--- config.mk ---
export PLATFORM = sky130hd
export DESIGN_NAME = eeprom_ctrl
export DESIGN_NICKNAME = d
export VERILOG_FILES = /design/src/logic/eeprom_ctrl_pkg.sv /design/src/logic/eeprom_array.sv /design/src/logic/eeprom_ctrl.sv
export SDC_FILE = /design/constraint.sdc
export NUM_CORES = 2
export LEC_CHECK = 0
export ABC_CLOCK_PERIOD_IN_PS = 9300
export BUFFER_PORTS_ARGS = -buffer_cell sky130_fd_sc_hd__buf_2
export CAP_MARGIN = 20
export CORE_MARGIN = 2
export CORE_UTILIZATION = 60
export DETAILED_ROUTE_END_ITERATION = 8
export PLACE_DENSITY = 0.76
export REMOVE_ABC_BUFFERS = 1
export SYNTH_ARGS = -nofsm -noshare
export SYNTH_HDL_FRONTEND = slang
export SYNTH_SLANG_ARGS = --single-unit
export TNS_END_PERCENT = 100
--- constraint.sdc ---
create_clock -name MCLK -period 9.3 [get_ports MCLK]
set_input_delay 0 -clock MCLK [delete_from_list [all_inputs] [get_ports MCLK]]
set_output_delay 0 -clock MCLK [all_outputs]
set_load 0.03 [all_outputs]
--- src/logic/eeprom_ctrl_pkg.sv ---
// Constants shared by the data EEPROM controller and its array
`default_nettype none
package eeprom_ctrl_pkg;
    // ************************************************************
    // Register offsets (SFR space)
    // ************************************************************
    localparam logic [7:0] ADDR_CONTROL_STATUS = 8'hf1;
    localparam logic [7:0] ADDR_ADDRESS_LOW = 8'hf2;
    localparam logic [7:0] ADDR_DATA = 8'hf3;
    // ************************************************************
    // Control/status field positions and reset value
    // ************************************************************
    localparam int BIT_UPPER_ADDR = 0;
    localparam int BIT_IN_PROGRESS_ERR = 1;
    localparam int BIT_REQUEST_ERR = 2;
    localparam int BIT_MODE_LOW = 4;
    localparam int BIT_MODE_HIGH = 5;
    localparam int BIT_HIGH_VOLTAGE_ERR = 6;
    localparam int BIT_COMPLETION = 7;
    localparam logic [7:0] CONTROL_RESET = 8'h00;
    localparam logic [7:0] CONTROL_WRITE_MASK = 8'hb7;
    // ************************************************************
    // Operation modes
    // ************************************************************
    localparam logic [1:0] MODE_BYTE = 2'h0;
    localparam logic [1:0] MODE_RESERVED = 2'h1;
    localparam logic [1:0] MODE_ROW_FILL = 2'h2;
    localparam logic [1:0] MODE_ARRAY_FILL = 2'h3;
    // ************************************************************
    // Geometry and timing
    // ************************************************************
    localparam int ARRAY_BYTES = 512;
    localparam int ADDR_WIDTH = 9;
    localparam int ROW_BYTES = 64;
    localparam int ROW_BITS = 6;
    localparam int CLOCK_MHZ = 250;
    localparam int PROGRAM_TIME_US = 4000;
    localparam int PROGRAM_CYCLES = PROGRAM_TIME_US * CLOCK_MHZ;
    localparam int READ_MACHINE_CYCLES = 3;
    localparam int CLOCKS_PER_MACHINE_CYCLE = 2;
    localparam int READ_CYCLES = READ_MACHINE_CYCLES * CLOCKS_PER_MACHINE_CYCLE;
endpackage
`default_nettype wire

--- src/logic/eeprom_array.sv ---
// Byte-wide storage array with registered read data
`default_nettype none
module eeprom_array #(
    parameter int DEPTH = 512,
    parameter int AW = 9
) (
    input wire logic clk,
    input wire logic wr_en,
    input wire logic [AW-1:0] wr_addr,
    input wire logic [7:0] wr_data,
    input wire logic [AW-1:0] rd_addr,
    output logic [7:0] rd_data
);
    logic [7:0] mem [DEPTH];

    if (DEPTH != (1 << AW)) begin : g_depth_check
        $error("eeprom_array: DEPTH must equal 2**AW");
    end

    always_ff @(posedge clk) begin
        if (wr_en) begin
            mem[wr_addr] <= wr_data;
        end
        rd_data <= mem[rd_addr];
    end
endmodule
`default_nettype wire

--- src/logic/eeprom_ctrl.sv ---
// Data EEPROM controller reached through three special function registers
//
// Overview of operation
// - Mode field picks byte, row or array fill
// - Array address is upper bit plus address register
// - Data write then address write starts program
// - Lone address write reads; data after three machine cycles (six clocks)
// - Every program or fill takes about 4 ms
// - Row fill writes all 64 row bytes
// - Completion sets flag bit 7; software clears
// - Interrupt when flag and both enables set
// - Program under low supply blocked, bit 2 set
// - Supply low mid-program sets bit 1
// - Supply error flags cleared by reset or write
// - Programming voltage fault reported in bit 6
// - Hardware reset forgets pending data write
// - Latest data write is the one programmed
// - Data write arms program only in byte mode
`default_nettype none
module eeprom_ctrl
    import eeprom_ctrl_pkg::*;
#(
    parameter int PROGRAM_CYCLE_COUNT = PROGRAM_CYCLES,
    parameter int READ_CYCLE_COUNT = READ_CYCLES
) (
    input wire logic MCLK,
    input wire logic RST,
    input wire logic [7:0] SFR_ADDR,
    input wire logic SFR_WR,
    input wire logic SFR_RD,
    input wire logic [7:0] SFR_WDATA,
    output logic [7:0] SFR_RDATA,
    input wire logic SUPPLY_LOW,
    input wire logic HV_FAULT,
    input wire logic EEPROM_INT_ENABLE,
    input wire logic GLOBAL_INT_ENABLE,
    output logic IRQ,
    output logic BUSY
);
    import eeprom_ctrl_pkg::*;

    if (PROGRAM_CYCLE_COUNT < 1 || READ_CYCLE_COUNT < 1 || READ_CYCLE_COUNT > 255)
    begin : g_count_check
        $error("eeprom_ctrl: cycle counts out of range");
    end

    typedef enum logic [1:0] {IDLE, READING, PROGRAMMING} state_e;

    // ************************************************************
    // Registers
    // ************************************************************
    state_e state_ff, nxt_state;
    logic [7:0] control_ff, nxt_control;
    logic [7:0] addr_low_ff;
    logic [7:0] data_ff, nxt_data;
    logic pending_ff, nxt_pending;
    logic [1:0] op_mode_ff;
    logic [ADDR_WIDTH-1:0] op_addr_ff, nxt_op_addr;
    logic [ADDR_WIDTH-1:0] fill_idx_ff;
    logic [31:0] timer_ff, nxt_timer;

    // ************************************************************
    // Decode
    // ************************************************************
    wire wr_control = SFR_WR && (SFR_ADDR == ADDR_CONTROL_STATUS);
    wire wr_addr = SFR_WR && (SFR_ADDR == ADDR_ADDRESS_LOW);
    wire wr_data = SFR_WR && (SFR_ADDR == ADDR_DATA);
    wire idle = (state_ff == IDLE);
    wire [1:0] mode = control_ff[BIT_MODE_HIGH:BIT_MODE_LOW];
    wire start = wr_addr && idle;
    wire [ADDR_WIDTH-1:0] req_addr = {control_ff[BIT_UPPER_ADDR], SFR_WDATA};
    wire byte_read_req = start && (mode == MODE_BYTE) && !pending_ff;
    wire byte_prog_req = start && (mode == MODE_BYTE) && pending_ff;
    wire fill_req = start && ((mode == MODE_ROW_FILL) || (mode == MODE_ARRAY_FILL));
    wire prog_req = byte_prog_req || fill_req;
    wire blocked = prog_req && SUPPLY_LOW;
    wire programming = (state_ff == PROGRAMMING);
    wire timer_done = (timer_ff == 32'h0);

    // Fill walks one byte per clock; a row fill stops after 64 bytes, array fill wraps and rewrites for the whole 4 ms window
    wire [ADDR_WIDTH-1:0] fill_span = (op_mode_ff == MODE_ARRAY_FILL) ?
        ADDR_WIDTH'(ARRAY_BYTES - 1) : ADDR_WIDTH'(ROW_BYTES - 1);
    wire fill_active = programming && (op_mode_ff != MODE_BYTE) && (fill_idx_ff <= fill_span);
    wire [ADDR_WIDTH-1:0] row_base = {op_addr_ff[ADDR_WIDTH-1:ROW_BITS], {ROW_BITS{1'b0}}};
    wire [ADDR_WIDTH-1:0] fill_addr = (op_mode_ff == MODE_ARRAY_FILL) ?
        fill_idx_ff : (row_base | fill_idx_ff);
    wire byte_write = programming && (op_mode_ff == MODE_BYTE) && timer_done;
    wire mem_wr = fill_active || byte_write;
    wire [ADDR_WIDTH-1:0] mem_wr_addr = fill_active ? fill_addr : op_addr_ff;
    wire [7:0] mem_rd_data;
    wire op_done = !idle && timer_done;

    eeprom_array #(
        .DEPTH(ARRAY_BYTES),
        .AW(ADDR_WIDTH)
    ) u_array (
        .clk(MCLK),
        .wr_en(mem_wr),
        .wr_addr(mem_wr_addr),
        .wr_data(data_ff),
        .rd_addr(op_addr_ff),
        .rd_data(mem_rd_data)
    );

    // ************************************************************
    // Next-state logic
    // ************************************************************
    always_comb begin
        nxt_state = state_ff;
        nxt_timer = timer_ff;
        nxt_op_addr = op_addr_ff;
        case (state_ff)
            IDLE: begin
                if (byte_read_req) begin
                    nxt_state = READING;
                    nxt_op_addr = req_addr;
                    nxt_timer = 32'(READ_CYCLE_COUNT - 1);
                end else if (prog_req && !blocked) begin
                    nxt_state = PROGRAMMING;
                    nxt_op_addr = req_addr;
                    nxt_timer = 32'(PROGRAM_CYCLE_COUNT - 1);
                end
            end
            READING, PROGRAMMING: begin
                if (timer_done) begin
                    nxt_state = IDLE;
                end else begin
                    nxt_timer = timer_ff - 32'h1;
                end
            end
            default: nxt_state = IDLE;
        endcase
    end

    // Data register: read result lands at completion, software write otherwise
    always_comb begin
        nxt_data = data_ff;
        if (state_ff == READING && timer_done) begin
            nxt_data = mem_rd_data;
        end else if (wr_data) begin
            nxt_data = SFR_WDATA;
        end
    end

    always_comb begin
        nxt_pending = pending_ff;
        if (wr_data && (mode == MODE_BYTE)) begin
            nxt_pending = 1'b1;
        end else if (start && (mode == MODE_BYTE)) begin
            nxt_pending = 1'b0;
        end
    end

    always_comb begin
        nxt_control = control_ff;
        if (wr_control) begin
            // Software write clears both supply flags and the HV flag (bit 6 not in write mask); completion flag writable to clear
            nxt_control = SFR_WDATA & CONTROL_WRITE_MASK;
            nxt_control[BIT_REQUEST_ERR] = 1'b0;
            nxt_control[BIT_IN_PROGRESS_ERR] = 1'b0;
        end
        if (blocked) begin
            nxt_control[BIT_REQUEST_ERR] = 1'b1;
        end
        if (programming && SUPPLY_LOW) begin
            nxt_control[BIT_IN_PROGRESS_ERR] = 1'b1;
        end
        if (programming && HV_FAULT) begin
            nxt_control[BIT_HIGH_VOLTAGE_ERR] = 1'b1;
        end
        if (op_done) begin
            nxt_control[BIT_COMPLETION] = 1'b1;
        end
    end

    // ************************************************************
    // State registers
    // ************************************************************
    always_ff @(posedge MCLK) begin
        if (RST) begin
            state_ff <= IDLE;
            control_ff <= CONTROL_RESET;
            addr_low_ff <= 8'h00;
            data_ff <= 8'h00;
            pending_ff <= 1'b0;
            op_mode_ff <= MODE_BYTE;
            op_addr_ff <= '0;
            fill_idx_ff <= '0;
            timer_ff <= 32'h0;
        end else begin
            state_ff <= nxt_state;
            control_ff <= nxt_control;
            data_ff <= nxt_data;
            pending_ff <= nxt_pending;
            op_addr_ff <= nxt_op_addr;
            timer_ff <= nxt_timer;
            if (wr_addr) begin
                addr_low_ff <= SFR_WDATA;
            end
            if (start) begin
                op_mode_ff <= mode;
                fill_idx_ff <= '0;
            end else if (fill_active) begin
                fill_idx_ff <= fill_idx_ff + ADDR_WIDTH'(1);
            end
        end
    end

    // ************************************************************
    // Outputs
    // ************************************************************
    always_comb begin
        SFR_RDATA = 8'h00;
        if (SFR_RD) begin
            case (SFR_ADDR)
                ADDR_CONTROL_STATUS: SFR_RDATA = control_ff;
                ADDR_ADDRESS_LOW: SFR_RDATA = addr_low_ff;
                ADDR_DATA: SFR_RDATA = data_ff;
                default: SFR_RDATA = 8'h00;
            endcase
        end
    end

    assign IRQ = control_ff[BIT_COMPLETION] && EEPROM_INT_ENABLE && GLOBAL_INT_ENABLE;
    assign BUSY = !idle;
endmodule
`default_nettype wire

* Word-level counts from Yosys, hierarchy flattened
Memories as Yosys holds them, arrays and structs flattened. A register that Yosys moved wholly into a read port is not among the register bits.
Cells that the tools add are included.
** Word-level totals
- Register bits :: 78
- RAM bits :: 4096
- Output and inout port bits :: 10
- Memories kept :: 1
** Memory list
- u_array.mem :: words 512, bits a word 8, read ports 1, clocked after memory_dff 1, write ports 1, line eeprom_array.sv:14 : logic [7:0] mem [DEPTH];
** Operators by class
- $add $sub $neg :: 2
- Order comparisons :: 1
- Eq/ne operators :: 11
- Muxes and demuxes :: 26
- Bitwise gates (word level) :: 1
- Reductions and logical operators :: 45
** Operators by type and width (count)
- $mux W32 :: 3
- $pmux W32 S2 :: 1
- $mux W9 :: 5
- $logic_not A32 Y1 :: 1
- $mux W8 :: 4
- $sub A32 B1 Y32 const B :: 1
- $eq A8 B8 Y1 const B :: 3
- $pmux W8 S3 :: 1
- $logic_and A1 B1 Y1 :: 21
- $reduce_bool A2 Y1 :: 9
- $add A9 B1 Y9 const B :: 1
- $le A9 B9 Y1 :: 1
- $or A9 B9 Y9 :: 1
- $eq A2 B2 Y1 const B :: 4
- $mux W1 :: 8
- $logic_not A2 Y1 :: 3
- $mux W2 :: 3
- $ne A2 B2 Y1 const B :: 2
- $pmux W2 S2 :: 1
- $reduce_and A2 Y1 :: 2
- $reduce_or A2 Y1 :: 2
- $logic_not A1 Y1 :: 3
- $logic_or A1 B1 Y1 :: 3
- $ne A3 B1 Y1 const B :: 1
- other kinds (2) :: 2

* Longest topological paths before layout
- Depth after elaboration :: 12
- Mapped depth :: 13
- Gate-level depth less buffers :: 9

* Modules after synthesis
A second synthesis with hierarchy kept.
** Second synthesis, totals
- Cell total of the unflattened synthesis :: 8571
- Area total of the unflattened synthesis :: 164363.9 µm²
** Modules (own cells, without submodules)
- eeprom_array :: times used 1, cells an instance 8030, area an instance 159927.1 µm², sequential area each 123158.1 µm²
- eeprom_ctrl :: times used 1, cells an instance 541, area an instance 4436.8 µm², sequential area each 1561.5 µm²

* Worst setup path after synthesis
Ideal clock, no wire load.
- Path type :: reg2reg
- Start :: reg data_ff[0]
- End :: mem u_array.mem[0][0], data pin
- Data arrival time :: 6525 ps
- Slack :: 1263 ps
- Stages on the path, launching flop included :: 1
- Cells stage by stage :: dfxtp_1
** RTL lines
- from (decl) :: line eeprom_ctrl.sv:55 : logic [7:0] data_ff, nxt_data;
- from (signal assigned) :: line eeprom_ctrl.sv:193 : data_ff <= nxt_data;
- to (decl) :: line eeprom_array.sv:14
No word-level cell before the write port.

==> summary by stage <==
Run status
The flow ran to the end, but the final reports show violations. The final reports fail on DRC.

Floorplan
The floorplan step defined a core boundary enclosing 273000 um^2. The floorplan step defined a die boundary enclosing roughly 280000 um^2. Once the floorplan was initialized, standard cells occupied 60.2% of the core.

The boundary pin count is 34. From bottom edge to top edge, the die measures ~530 um. In this run the horizontal extent of the chip is 528 um. The floorplan has around 190 rows.

Layout
Once layout is complete, the utilization of the core stands at 66.5%. From synthesis to final layout, the design area changed by 10.5%. Summing all multi-input logic gate instances after layout gives 37200 um^2. The sequential standard cell area is 125000 um^2. Of the cells placed in the final design, the portion with a size suffix greater than 1 is 17.5%. In the layout the commonest cells are edfxtp_1 (4096), mux2i_1 (788), mux4_2 (652).

Summing all non-filler instances in the final layout gives an area of 182000 um^2. The finished layout holds around 13k standard cells, fillers aside. The net count reported at finish is 8800. The filler cells instantiated in the layout total 16.9k.

The library cell used most frequently in the layout, excluding fill and tap cells, is edfxtp_1.

Timing
Setup repair after global routing left no endpoint under its margin. For the final database, setup skew stands at 0.0586 ns. The number of pins with negative max-slew slack in the final report is 0. Setup slack on the critical path of the routed design comes to around 3.5 ns. Setup violations remaining at the end of the flow were counted as 0.

The final-report hold violation count is 0. The transition at the pin with the smallest max-transition slack is 1.32 ns. The final critical-path required period is ~5.8 ns. The aggregate negative setup slack is 0 ns. The remaining max-slew budget at the tightest pin is between 10% and 20%. The maximum clock frequency is approximately 170 MHz. Dividing the final minimum period by the clock period gives approximately three fifths.

Critical path
The worst setup path is captured at a flop. At the worst endpoint, the arrival time is 6.49 ns. The critical path in this run is classified as reg2reg. For the worst setup path, the data required time is 10.04 ns. STA classifies the critical path startpoint as a flop.

Of all nets on the critical path, the largest fanout is 100.

Place
Buffers placed on the I/O ports in this run total 33. The setup slack after placement is 3.78 ns. Once placement finished, the instance area stood at 168000 um^2. Once detailed placement completed, the half-perimeter wirelength came to around 240 mm. The placer's final routability congestion estimate is 0.928.

The instance count after placement with tap cells included is 11.9k.

CTS
Counting along the longest clock path gives a buffer depth of 4. The CTS tree is done. The H-tree was split into 5 levels. Clock-pin slew was measured on the worst setup and hold paths at roughly 0.070 ns. The total CTS buffers is approximately 400. The cell at the root of the clock tree is clkbuf_16.

The number of sinks handled by clock tree synthesis is 4182. After clock tree synthesis, the setup repair step added 0 buffers. At the later pin of the worst-skew pair, clock insertion delay measures 0.94 ns.

Power and ir drop
The worst-case IR drop observed on VDD is about 0.15 mV. The leakage power is between 50 and 60 nW. Power spread over the standard cell area amounts to 201 nW/um^2.

Synthesis
The number of flops mapped to enable cells by yosys is 4096. The most instantiated flip-flop cell in the synthesis netlist is edfxtp_1. The distinct cell type count of the synthesized netlist is 86. The mapped netlist covers 164000 um^2.

In the synthesized netlist, the number of instances is 8662. For this run, the register share of the synthesized area comes to 75.8%. The mean post-synth cell area is between 15 and 20 um^2. In this run, synthesis produced a sequential element count of roughly 4.2k.

The proportion of synthesized flip-flops having asynchronous set or reset is 0%. The Yosys warning count is 0.

Detailed routing
The final wirelength is approximately 420 mm. The count of TritonRoute iterations in the first routing pass is 9. In the routed layout, each cell is associated on average with a via count of 7.03. In the final routed layout, each cell accounts on average for 33.0 um. For this block, the initial DRC count from the detailed router was 14.6k. The routed via count is 89.2k. For this run, design rule violations remaining after detail routing come to 4. The number of nets with antenna violations after detailed routing is 0.

Global route
The initial antenna violation count is 19. The overflow left after global routing is 0. The pin count of the biggest net entering global routing is 218. The number of global-route vias before repair is 86.6k. The first-pass GRT wire length is 604 mm. For this run, the total global-route usage over all layers was measured as 29.7%.

Hold path
The type of the tightest min-delay check is in2reg.

Run
The tool flagged a number of max-cap violations equal to 0.
==> what timing repair did <==
action                                 4_1_cts  5_1_grt
hold buffers                                28        0
resized for setup                            0        0
endpoints found under the hold margin       58        0
setup endpoints to repair                    0        0
==> path summary, 6_finish.rpt <==
kind | start | end | slack [ns] | depth (start not counted)
max reg2reg | op_addr_ff[2]$_SDFFE_PP0P_ | u_array.rd_data[6]$_DFF_P_ | 3.55 | 10
min | SFR_WDATA[1] | addr_low_ff[1]$_SDFFE_PP0N_ | 0.06 | 4
max | op_addr_ff[2]$_SDFFE_PP0P_ | u_array.rd_data[6]$_DFF_P_ | 3.55 | 10
min reg2reg | timer_ff[20]$_SDFFE_PP0P_ | timer_ff[20]$_SDFFE_PP0P_ | 0.47 | 2
==> per-stage QoR <==
step,power (mW),hold WS [ns]
final,36.5,0.0620
after global routing,37.3,0.0713
after CTS,36.6,0.00994
after detailed placement,20.9,0.340
after global placement,20.9,0.331
after floorplan,20.9,0.0691
==> report_power, final <==
| group | internal, mW | switching, mW | leakage, nW |
|---|---|---|---|
| Sequential | 20.4 | 0.00374 | 38.6 |
| Clock | 9.12 | 6.94 | 6.22 |
| Combinational | 0.0262 | 0.0691 | 9.76 |
| Total | 29.5 | 7.01 | 54.6 |
==> routing by layer <==
metal	wire (um)	up-vias	track usage [%]
li1	-	35985	-
met1	154000	45400	42.1
met2	194000	6733	45.4
met3	52000	1031	6.77
met4	18400	14	11.5
met5	95	-	0
==> kinds of logic after synthesis <==
kind of cell	synth area share (%)
DFF	75.8
muxes	13.9
and+or+nand+nor	3.62
AOI/OAI and AO/OA	4.84
buffers and inverters	1.65
xor gates and xnor gates	0.138
adders and majority gates	0.0609
==> layout make-up <==
type,instances,area share [%]
sequential,4182,68.7
multi-input combinational,3895,20.5
clock buffer,462,5.69
tap,3589,2.47
clock inverter,261,1.38
timing repair buffer,278,1.28
inverter,15,0.0351
antenna,6,0.00826
==> flip-flops by register name, summed over array words and instances, names as in the netlist <==
signal           cells
timer_ff            32
addr_low_ff          8
op_mode_ff           2
u_array.mem       4096
pending_ff           1
state_ff             2
fill_idx_ff          9
data_ff              8
control_ff           7
op_addr_ff           9
u_array.rd_data      8
==> cells in the mapped netlist (all sizes together), types with 115 or more instances <==
cell type	count	share of area [%]
edfxtp	4096	75
mux2i	789	4.8
mux4	652	8.9
nor2	610	1.4
o221ai	347	1.8
buf	302	1.0
clkbuf	268	0.61
nand2	241	0.56
nor3	222	0.68
o22ai	215	0.82
a21oi	207	0.63
o21ai	115	0.35
==> worst max-delay path: stages (launching register included) <==
cell       delay [ns]
dfxtp_4          0.72
buf_12           0.61
nand2b_4         0.30
buf_4            0.54
buf_4            0.71
o221ai_1         0.38
a21oi_1          0.51
nor4_1           0.13
and4_1           0.35
a31oi_1          0.90
a2111oi_0        0.25
Power figures use the tool's default switching activity.
